--- src/rwp_pkg.sv ---
package rwp_pkg;

  // Register indices on the plain register port
  localparam logic [1:0] ADDR_WD_STATUS = 2'h0;
  localparam logic [1:0] ADDR_SUPV_INHIBIT = 2'h1;
  localparam logic [1:0] ADDR_DIVIDER = 2'h2;
  localparam logic [1:0] ADDR_RESET_SEL = 2'h3;

  // watchdog_status_ctrl fields
  localparam int WD_CLEAR_BIT = 3;
  localparam int SLEEP_UNLOCK_BIT = 2;
  // supervisor_inhibit_ctrl fields
  localparam int REF_SEL_BIT = 3;
  localparam int OSC_INHIBIT_BIT = 1;
  localparam int WD_INHIBIT_BIT = 0;
  // divider_ctrl fields
  localparam int PWM_EN_BIT = 3;
  localparam int DIV_CLEAR_BIT = 2;
  localparam int TICK_SEL_BIT = 1;
  localparam int DEB_SEL_BIT = 0;

  localparam logic [3:0] REG_RESET = 4'h0;
  localparam logic [7:0] SEL_RESET = 8'h00;

  // Divider: 15 stages, tap index k is clock divided by 2^(k+1)
  localparam int DIV_STAGES = 15;
  localparam logic [14:0] DIV_POWERON = 15'h0001;
  localparam int TAP_8192HZ = 1;
  localparam int TAP_1024HZ = 4;
  localparam int TAP_128HZ = 7;
  localparam int TAP_32HZ = 9;
  localparam int TAP_8HZ = 11;
  localparam int TAP_2HZ = 13;
  localparam int TAP_1HZ = 14;
  localparam logic [14:0] DIV_CLEAR_VALUE = 15'h4000;

  // Qualification time for the input reset, counted on the 1024 Hz tap
  localparam int QUAL_MS = 16;
  localparam int QUAL_TAP_HZ = 1024;
  localparam int QUAL_TICKS = (QUAL_MS * QUAL_TAP_HZ + 999) / 1000;

  // Term selector codes
  typedef enum logic [1:0] {
    TERM_LOW = 2'b00,
    TERM_PIN = 2'b01,
    TERM_INV = 2'b10,
    TERM_HIGH = 2'b11
  } term_sel_e;

  typedef struct packed {
    logic [1:0] addr;
    logic [3:0] wdata;
    logic wr;
    logic rd;
  } reg_req_s;

  typedef struct packed {
    logic selectableTickIrq;
    logic oneHertzIrq;
  } tick_irq_s;

endpackage

--- src/input_term_sel.sv ---
`timescale 1ns/100ps
module input_term_sel (
  input wire logic [1:0] sel,
  input wire logic pin,
  output logic term
);

  always_comb begin
    case (sel)
      rwp_pkg::TERM_LOW: term = 1'b0;
      rwp_pkg::TERM_PIN: term = pin;
      rwp_pkg::TERM_INV: term = ~pin;
      rwp_pkg::TERM_HIGH: term = 1'b1;
      default: term = 1'b0;
    endcase
  end

endmodule

--- src/reset_watchdog_prescaler.sv ---
// The implementer's own choices: the register addresses and the plain strobed port.
`timescale 1ns/100ps
module reset_watchdog_prescaler #(
  parameter bit OR_TYPE = 1'b0,
  parameter bit FAST_DEBOUNCE = 1'b0
) (
  input wire logic clk,
  input wire logic rst_n,
  input wire logic clkEn,
  input wire rwp_pkg::reg_req_s regReq,
  output logic [3:0] regRdata,
  input wire logic [3:0] portAInput,
  input wire logic sleepMode,
  input wire logic standbyMode,
  output logic systemReset,
  output logic watchdogReset,
  output logic inputReset,
  output rwp_pkg::tick_irq_s tickIrq,
  output logic debounceClock,
  output logic sleepUnlock,
  output logic oscSupervisorInhibit,
  output logic converterReferenceSelect,
  output logic counterPulseWidthEnable
);

  logic [3:0] padSync1_r;
  logic [3:0] padSync2_r;
  logic [14:0] div_r;
  logic [14:0] divPrev_r;
  logic [1:0] wdCount_r;
  logic wdInhibit_r;
  logic wdExpired_r;
  logic sleepUnlock_r;
  logic oscInhibit_r;
  logic refSel_r;
  logic pwmEn_r;
  logic tickSel_r;
  logic debounce_clock_select_r;
  logic [7:0] termSel_r;
  logic [4:0] qualCount_r;
  logic qualDone_r;
  logic sleepReset_r;
  logic sleepInputResetEnable_r;
  logic [3:0] rdata_r;
  logic sysReset_r;
  logic tickIrq_r;
  logic hzIrq_r;
  logic [3:0] terms;
  logic combinedResetRequest;
  logic wrStrobe;
  logic rdStrobe;
  logic wdClearWrite;
  logic divClearWrite;
  logic hzRise;
  logic qualTapRise;
  logic tickSrc;
  logic tickSrcPrev;

  assign wrStrobe = regReq.wr & clkEn;
  assign rdStrobe = regReq.rd & clkEn;
  assign wdClearWrite = wrStrobe && regReq.addr == rwp_pkg::ADDR_WD_STATUS
                        && regReq.wdata[rwp_pkg::WD_CLEAR_BIT];
  assign divClearWrite = wrStrobe && regReq.addr == rwp_pkg::ADDR_DIVIDER
                         && regReq.wdata[rwp_pkg::DIV_CLEAR_BIT];

  // Pins are asynchronous to clk
  always_ff @(posedge clk or negedge rst_n) begin
    if (!rst_n) begin
      padSync1_r <= 4'h0;
      padSync2_r <= 4'h0;
    end else if (clkEn) begin
      padSync1_r <= portAInput;
      padSync2_r <= padSync1_r;
    end
  end

  genvar gi;
  generate
    for (gi = 0; gi < 4; gi++) begin : g_term
      input_term_sel u_term (
        .sel(termSel_r[2*gi +: 2]),
        .pin(padSync2_r[gi]),
        .term(terms[gi])
      );
    end
  endgenerate

  // Build option picks the combination type
  assign combinedResetRequest = OR_TYPE ? |terms : &terms;

  // Divider: power-on value, software clear of stages 0 to 13 with the top stage set
  always_ff @(posedge clk or negedge rst_n) begin
    if (!rst_n) begin
      div_r <= rwp_pkg::DIV_POWERON;
    end else if (clkEn) begin
      if (divClearWrite) begin
        div_r <= rwp_pkg::DIV_CLEAR_VALUE;
      end else begin
        div_r <= div_r + 15'h0001;
      end
    end
  end

  always_ff @(posedge clk or negedge rst_n) begin
    if (!rst_n) begin
      divPrev_r <= rwp_pkg::DIV_POWERON;
      tickSrcPrev <= 1'b0;
    end else if (clkEn) begin
      divPrev_r <= div_r;
      tickSrcPrev <= tickSrc;
    end
  end

  // Taps are the divider bits counted from the LSB; tap k toggles every 2^k cycles
  assign hzRise = div_r[rwp_pkg::TAP_1HZ] & ~divPrev_r[rwp_pkg::TAP_1HZ];
  assign qualTapRise = div_r[rwp_pkg::TAP_1024HZ]
                       & ~divPrev_r[rwp_pkg::TAP_1024HZ];
  assign tickSrc = tickSel_r ? div_r[rwp_pkg::TAP_32HZ]
                             : div_r[rwp_pkg::TAP_8HZ];

  // Tick interrupts are one-cycle pulses; the reset value of the taps
  // holds them low, so none fires out of reset
  always_ff @(posedge clk or negedge rst_n) begin
    if (!rst_n) begin
      tickIrq_r <= 1'b0;
      hzIrq_r <= 1'b0;
    end else if (clkEn) begin
      tickIrq_r <= tickSrc & ~tickSrcPrev;
      hzIrq_r <= hzRise;
    end else begin
      tickIrq_r <= 1'b0;
      hzIrq_r <= 1'b0;
    end
  end

  assign tickIrq.selectableTickIrq = tickIrq_r;
  assign tickIrq.oneHertzIrq = hzIrq_r;

  always_comb begin
    if (!debounce_clock_select_r) begin
      debounceClock = div_r[rwp_pkg::TAP_128HZ];
    end else if (FAST_DEBOUNCE) begin
      debounceClock = div_r[rwp_pkg::TAP_8192HZ];
    end else begin
      debounceClock = div_r[rwp_pkg::TAP_1024HZ];
    end
  end

  // Qualification: counts 1024 Hz edges while the request holds
  always_ff @(posedge clk or negedge rst_n) begin
    if (!rst_n) begin
      qualCount_r <= 5'h00;
      qualDone_r <= 1'b0;
    end else if (clkEn) begin
      if (!combinedResetRequest || sysReset_r || sleepMode) begin
        qualCount_r <= 5'h00;
        qualDone_r <= 1'b0;
      end else if (qualTapRise) begin
        if (qualCount_r == 5'(rwp_pkg::QUAL_TICKS)) begin
          qualDone_r <= 1'b1;
        end else begin
          qualCount_r <= qualCount_r + 5'h01;
        end
      end
    end
  end

  // Sleep path bypasses qualification entirely
  always_ff @(posedge clk or negedge rst_n) begin
    if (!rst_n) begin
      sleepReset_r <= 1'b0;
    end else if (clkEn) begin
      sleepReset_r <= sleepMode & sleepInputResetEnable_r
                      & combinedResetRequest;
    end
  end

  assign inputReset = qualDone_r | sleepReset_r;

  // Watchdog: counts through standby as well, since only clkEn freezes it
  always_ff @(posedge clk or negedge rst_n) begin
    if (!rst_n) begin
      wdCount_r <= 2'b00;
      wdExpired_r <= 1'b0;
    end else if (clkEn) begin
      if (sysReset_r || wdInhibit_r) begin
        wdCount_r <= 2'b00;
        wdExpired_r <= 1'b0;
      end else if (wdClearWrite) begin
        wdCount_r <= 2'b00;
        wdExpired_r <= 1'b0;
      end else if (hzRise) begin
        if (wdCount_r == 2'b11) begin
          wdExpired_r <= 1'b1;
        end else begin
          wdCount_r <= wdCount_r + 2'b01;
        end
      end
    end
  end

  assign watchdogReset = wdExpired_r;

  // System reset lasts at least two cycles so every state above sees it
  always_ff @(posedge clk or negedge rst_n) begin
    if (!rst_n) begin
      sysReset_r <= 1'b0;
    end else if (clkEn) begin
      sysReset_r <= wdExpired_r | inputReset;
    end
  end

  assign systemReset = sysReset_r;

  // Registers; inhibit falls back to enabled on any system reset
  always_ff @(posedge clk or negedge rst_n) begin
    if (!rst_n) begin
      wdInhibit_r <= 1'b0;
      oscInhibit_r <= 1'b0;
      refSel_r <= 1'b0;
    end else if (clkEn) begin
      if (sysReset_r) begin
        wdInhibit_r <= 1'b0;
        oscInhibit_r <= 1'b0;
      end else if (wrStrobe
                   && regReq.addr == rwp_pkg::ADDR_SUPV_INHIBIT) begin
        wdInhibit_r <= regReq.wdata[rwp_pkg::WD_INHIBIT_BIT];
        oscInhibit_r <= regReq.wdata[rwp_pkg::OSC_INHIBIT_BIT];
        refSel_r <= regReq.wdata[rwp_pkg::REF_SEL_BIT];
      end
    end
  end

  // Option-like state survives system reset, only power-on clears it
  always_ff @(posedge clk or negedge rst_n) begin
    if (!rst_n) begin
      sleepUnlock_r <= 1'b0;
      pwmEn_r <= 1'b0;
      tickSel_r <= 1'b0;
      debounce_clock_select_r <= 1'b0;
      termSel_r <= rwp_pkg::SEL_RESET;
      sleepInputResetEnable_r <= 1'b0;
    end else if (clkEn && wrStrobe) begin
      case (regReq.addr)
        rwp_pkg::ADDR_WD_STATUS: begin
          sleepUnlock_r <= regReq.wdata[rwp_pkg::SLEEP_UNLOCK_BIT];
        end
        rwp_pkg::ADDR_DIVIDER: begin
          pwmEn_r <= regReq.wdata[rwp_pkg::PWM_EN_BIT];
          tickSel_r <= regReq.wdata[rwp_pkg::TICK_SEL_BIT];
          debounce_clock_select_r <= regReq.wdata[rwp_pkg::DEB_SEL_BIT];
        end
        rwp_pkg::ADDR_RESET_SEL: begin
          // Bits 0..3 fill the low nibble, old low nibble shifts up; each write packs two terms
          termSel_r <= {termSel_r[3:0], regReq.wdata};
          sleepInputResetEnable_r <= 1'b1;
        end
        default: begin
        end
      endcase
    end
  end

  // Read data one cycle after the read strobe; write-one bits read zero
  always_ff @(posedge clk or negedge rst_n) begin
    if (!rst_n) begin
      rdata_r <= rwp_pkg::REG_RESET;
    end else if (clkEn) begin
      if (rdStrobe) begin
        case (regReq.addr)
          rwp_pkg::ADDR_WD_STATUS:
            rdata_r <= {1'b0, sleepUnlock_r, wdCount_r};
          rwp_pkg::ADDR_SUPV_INHIBIT:
            rdata_r <= {refSel_r, 1'b0, oscInhibit_r, wdInhibit_r};
          rwp_pkg::ADDR_DIVIDER:
            rdata_r <= {pwmEn_r, 1'b0, tickSel_r, debounce_clock_select_r};
          rwp_pkg::ADDR_RESET_SEL:
            rdata_r <= termSel_r[3:0];
          default:
            rdata_r <= 4'h0;
        endcase
      end else begin
        rdata_r <= 4'h0;
      end
    end
  end

  assign regRdata = rdata_r;
  assign sleepUnlock = sleepUnlock_r;
  assign oscSupervisorInhibit = oscInhibit_r;
  assign converterReferenceSelect = refSel_r;
  assign counterPulseWidthEnable = pwmEn_r;

  AST_WD_CLEAR_ZERO: assert property (@(posedge clk) disable iff (!rst_n)
    clkEn && wdClearWrite |=> wdCount_r == 2'b00)
    else $error("watchdog count not zero after clear");

  AST_WD_INHIBIT_HOLD: assert property (@(posedge clk) disable iff (!rst_n)
    wdInhibit_r && $past(wdInhibit_r) |-> wdCount_r == 2'b00)
    else $error("inhibited watchdog count not zero");

  AST_WD_STEP: assert property (@(posedge clk) disable iff (!rst_n)
    clkEn && hzRise && !wdInhibit_r && !sysReset_r && !wdClearWrite
    && wdCount_r != 2'b11 |=> wdCount_r == $past(wdCount_r) + 2'b01)
    else $error("watchdog count did not step on 1 Hz edge");

  AST_WD_EXPIRE: assert property (@(posedge clk) disable iff (!rst_n)
    clkEn && hzRise && wdCount_r == 2'b11 && !wdInhibit_r && !sysReset_r
    && !wdClearWrite |=> watchdogReset)
    else $error("watchdog did not expire from state 11");

  AST_SYSRST_REENABLE: assert property (@(posedge clk) disable iff (!rst_n)
    clkEn && sysReset_r |=> !wdInhibit_r)
    else $error("watchdog inhibit survived system reset");

  AST_DIV_CLEAR: assert property (@(posedge clk) disable iff (!rst_n)
    clkEn && divClearWrite |=> div_r == rwp_pkg::DIV_CLEAR_VALUE)
    else $error("divider clear value wrong");

  AST_HZ_IRQ: assert property (@(posedge clk) disable iff (!rst_n)
    clkEn && hzRise |=> tickIrq.oneHertzIrq)
    else $error("1 Hz interrupt missing");

  AST_QUAL_DROP: assert property (@(posedge clk) disable iff (!rst_n)
    clkEn && !combinedResetRequest |=> qualCount_r == 5'h00 && !qualDone_r)
    else $error("qualification not restarted");

endmodule

--- config.mk ---
export PLATFORM = sky130hd
export DESIGN_NAME = reset_watchdog_prescaler
export DESIGN_NICKNAME = d
export VERILOG_FILES = /design/src/rwp_pkg.sv /design/src/input_term_sel.sv /design/src/reset_watchdog_prescaler.sv
export SDC_FILE = /design/constraint.sdc
export NUM_CORES = 1
export LEC_CHECK = 0
export ABC_CLOCK_PERIOD_IN_PS = 1700
export BUFFER_PORTS_ARGS = -buffer_cell sky130_fd_sc_hd__buf_2
export CAP_MARGIN = 10
export CORE_AREA = 2 2 76 78
export DETAILED_ROUTE_END_ITERATION = 12
export DIE_AREA = 0 0 78 80
export GPL_TIMING_DRIVEN = 0
export PLACE_DENSITY = 0.71
export SYNTH_ARGS = -nofsm -noshare
export SYNTH_HDL_FRONTEND = slang
export SYNTH_SLANG_ARGS = --single-unit
--- constraint.sdc ---
create_clock -name clk -period 1.7 [get_ports clk]
set_input_delay 0.17 -clock clk [delete_from_list [all_inputs] [get_ports clk]]
set_output_delay 0.17 -clock clk [all_outputs]
set_load 0.01 [all_outputs]
# After elaboration in Yosys (flattened, before gate mapping)

Index checks and enable logic that the tools add are counted.

Add/sub/neg operators: 3
Equal/unequal tests: 19
Multiplexer cells: 29
Bitwise gates (word level): 17
Reductions and logical operators: 30

Operators by type and width:

| kind                                           | count |
|---|---|
| == test 2 bit (second input constant)          | 11 |
| case mux 1 bit (4 select lines)                | 4 |
| case mux 4 bit (4 select lines)                | 1 |
| adder 15 x 1 -> 15 bit (second input constant) | 1 |
| two-way mux 1 bit                              | 15 |
| two-way mux 15 bit                             | 1 |
| two-way mux 5 bit                              | 3 |
| AND reduction 3 bit                            | 5 |
| == test 2 x 1 -> 1 bit (second input constant) | 5 |
| zero test 2 bit                                | 5 |
| two-way mux 2 bit                              | 4 |
| inverter 1 bit                                 | 8 |
| AND reduction 2 bit                            | 4 |
| bitwise AND 1 bit                              | 7 |
| logical AND 1 bit                              | 6 |
| nonzero test 2 bit                             | 3 |
| nonzero test 3 bit                             | 2 |
| adder 5 x 1 -> 5 bit (second input constant)   | 1 |
| == test 5 bit (second input constant)          | 1 |
| two-way mux 4 bit                              | 1 |
| AND reduction 4 bit                            | 1 |
| logical OR 1 bit                               | 3 |
| != test 3 bit (second input constant)          | 1 |
| adder 2 x 1 -> 2 bit (second input constant)   | 1 |
| other kinds (3)                                | 4 |

Register bits: 72
Input bits: 17
Output and inout bits: 14
Word-level logic and storage cells: 121

# Logic depth before layout (Yosys ltp)

Word-level depth: 8
Mapped depth: 6
Gate-level depth less buffers: 6

# Cells and area by module

Synthesis repeated with hierarchy kept, for this count alone.

Cells, all modules: 252
Area total of the unflattened synthesis: 2862.7 um^2

Modules (own cells, without submodules):

| module                   | times used | cells each | area each (um^2) | sequential area each (um^2) |
|---|---|---|---|---|
| reset_watchdog_prescaler | 1          | 248        | 2802.7           | 1477.7 |
| input_term_sel           | 4          | 1          | 15.0             | 0.0 |

# Worst setup path after synthesis

No wires, ideal clock.

Path kind: register to register
From: reg div_r[0]
To: reg div_r[14]
Library setup time: 0.124 ns
Arrival time: 1.426 ns
Data required time: 1.576 ns
Slack: 0.151 ns
Stages on the path, launching flop included: 5
Buffers on the path: 0
Period minus slack after synthesis: 1.549 ns
Cell sequence: dfstp_2 -> ha_1 -> inv_1 -> or4b_1 -> mux2i_1

Word-level cells in the longest chain between the ends: 2

Ends and longest elaborated chain:

| item                   | line                           | RTL |
|---|---|---|
| start, declared        | reset_watchdog_prescaler.sv:28 | `logic [14:0] div_r;` |
| start signal, assigned | reset_watchdog_prescaler.sv:94 | `div_r <= rwp_pkg::DIV_POWERON;` |
| start signal, assigned | reset_watchdog_prescaler.sv:97 | `div_r <= rwp_pkg::DIV_CLEAR_VALUE;` |
| start signal, assigned | reset_watchdog_prescaler.sv:99 | `div_r <= div_r + 15'h0001;` |
| adder 15 x 1 -> 15 bit | reset_watchdog_prescaler.sv:99 |  |
| two-way mux 15 bit     | reset_watchdog_prescaler.sv:96 | `if (divClearWrite) begin` |

Every way passes these cells.
A chain may end at the register's enable or synchronous reset.

# Final worst setup path

Ends and elaborated chain as after synthesis.

==> impl_results.md <==
* Status: completed
* CTS root buffer: clkbuf_8
* Reg2Reg Setup Slack at 0.09 ns
* Clk sinks at between 50 and 60
* Post-synth cell types at 46
* Slew Limit Fails at 0
* Max Clk Rate at 0.6194 GHz
* Clk slew on worst S/H paths at 0.06 ns
* Vias at about 2000
* Cells after DPL at between 300 and 400
* Setup_tns at 0 ns
* RSZ-0062 raised after global routing: no
* Area grow syn2layout at 18.76%
* MaxCap Viol Count at 0
* Die Area at 6240 um2
* Initial DRC count at 127
* Seq/Total Area, Yosys at 0.5363
* Overflow after GRT at 0
* Largest net degree at the start of global routing at 41
* Core region area at around 5400 um2
* Detailed Routing Iterations Pass 1 at 4
* Nets at 308
* Most frequent cells after synthesis: dfrtp_1, mux2_2, nor2_1, nand2_1, inv_1
* Via density at 5.489
* Vias in the first global route at 1949
* Met1 usage at 0.2700
* Crit start category: flip-flop
* Async set or reset register ratio after synthesis at 1.000
* PD cells at 1180 nW/um2
* Met3 Usage GRT at 0.05769
* Crit-path cells: ha_2, inv_2, or4b_4, mux2i_1
* Busiest layer in global routing: met2
* Initial antenna violation count at 0
* Yosys top cell by area: dfrtp_1
* Crit-path slowest cell: dfstp_2
* H-tree depth at 3
* Share of post-route cells with drive strength above 1 at 0.3151
* Port Buf Inserts at 28
* Final Core Density at 0.6053
* CP Data Arrival Time at ~1.8 ns
* Global routing usage on met2 at 0.2983
* Leak Pwr at around 0.0015 uW
* Worst hold path type: in -> reg
* Cell family with most CP delay: flip-flops
* Critical path type: reg -> reg
* Die height at approximately 80 um
* CTS Buffer Depth at 2
* DRC at 0
* Syn Nets at about 260
* Yosys top cell area share at 0.5268
* Ant diodes at 0
* Clock skew at 0.008287 ns
* Hold path cells at 2
* DR WL/cell at 15.64 um
* Initial Util at 0.5097
* Fin crit period at 1.614 ns
* Worst Tran Pin Value at 0.6219 ns
* Final setup fails at 0
* CP Max Fanout at 5
* Yosys warnings at 0
* I/O pins at 31
* CTS tree: yes
* Slowest stage delay, CP at 0.57 ns
* CTS buffer count at 9
* CP Buf/Inv Count at 1
* Cell Rows at 27
* Syn Area/Cell at approximately 11 um2
* FF-to-FF path depth at 4
* Type of destination of the critical path: flip-flop
* Later-pin clock latency in the skew report at roughly 0.34 ns
* Final WL at around 5.7 mm
* Critical path depth at 4
* Total power at 3860 uW
* Critical path required time at 1.92 ns
* Final hold viol count at 0
* Yosys reg bits at 59
* Final GP Congestion at between 0.7 and 0.8
* First-pass GRT wire length at between 9 and 10 mm
* Top FF cell, synth: dfrtp_1
* Number of synthesized flops with an enable pin at 0
* Overall die width at approximately 78 um
* Final std cells w/o fill at about 360
* Gr usage total at 0.2009
* Top cells by area, synth: dfrtp_1, mux2_2, nor2_1
* Final ANT Viol Nets at 0
* Most common cell in the netlist: dfrtp_1
* Tcrit/Tclk final at 0.9497
* Slew HR at 0.5854
* Synth Cell Area at 2755 um2
* Detail Placement HPWL at 3.921 mm
* Cells after Synth at 243
* Peak supply drop at approximately 620 uV
cell type report:
class	instances	area (um2)
clock buffers	12	165.2
well taps	72	90.09
fillers	452	2133
flip-flops and latches	59	1478
clock inverters	4	47.55
plain buffers	9	47.55
multi-input cells	163	1206
repair buffers	33	192.7
inverters	12	45.04
state kept, by name, summed over array words and instances (netlist names), 2 cells and up:
name and flops:
padSync2_r 4, div_r 15, divPrev_r 2, termSel_r 8
qualCount_r 5, padSync1_r 4, wdCount_r 2, regRdata 4
cell usage in the layout, fill, tap and decap left out, types with 3 or more instances in the layout:
cell type  netlist  final
nor4_1           4      4
dfrtp_1         58     58
xnor2_1          7      7
nand2_1         16     16
buf_2            5     33
xor2_1           3      3
a21oi_1         10     10
o21ai_0          8      8
nor3_1           7      7
o2bb2ai_1        3      3
mux2_2          23     23
clkbuf_8         0     12
nand4_1         10     10
mux2i_1          6      6
nand3_1          5      5
nor2_1          23     23
inv_1           11     10
ha_1             4      3
buf_4            2      5
a31oi_1          3      3
worst paths after layout:
check	start	end
max in group asynchronous	rst_n	padSync1_r[0]
min in group asynchronous	rst_n	termSel_r[3]
hold reg to reg	tickSrcPrev	tickIrq_r
setup / recovery	div_r[0]	div_r[14]
hold / removal	portAInput[2]	padSync1_r[2]
setup reg to reg	div_r[0]	div_r[14]
report_power, final:
| group | leakage [uW] | switching [uW] | total (uW) | internal, uW |
|---|---|---|---|---|
| registers | 0.000754 | 207 | 1850 | 1640 |
| clock network | 0.000108 | 545 | 1340 | 791 |
| logic | 0.000629 | 344 | 677 | 333 |
| total | 0.00149 | 1100 | 3860 | 2760 |
what timing repair did:
action                                  4_1_cts  5_1_grt
endpoints found under the hold margin        18        0
gates resized for setup                       0        5
hold buffers                                  1        0
endpoints found under the setup margin        0        7
setup buffers                                 0        3
kinds of logic after synthesis:
family                   Yosys count  synth area share
AO/OA/AOI/OAI                     34           0.07812
XOR/XNOR                          10           0.03179
adder cells (fa/ha/maj)            4           0.01817
buffers and inverters             21           0.03360
flip-flops                        59            0.5363
multiplexers                      31            0.1322
AND/OR/NAND/NOR                   84            0.1698
through the flow:
| step | hold WS (ns) | worst slack, ns | cell area (um2) |
|---|---|---|---|
| after global placement | 0.4013 | 0.02979 | 2985 |
| final | 0.06117 | 0.08556 | 3272 |
| after detailed placement | 0.1501 | 0.01651 | 3005 |
| after global routing | 0.05609 | 0.02458 | 3272 |
| after CTS | 0.04836 | 0.004663 | 3228 |
| after floorplan | -0.1256 | 0.1505 | 2755 |
per-layer routing:
layer | up-vias | part of all wire
met5 | - | 0
met1 | 964 | 0.47
li1 | 964 | -
met4 | 0 | 0.027
met2 | 56 | 0.45
met3 | 14 | 0.048
Note: power is estimated with default switching activity, not from simulation.
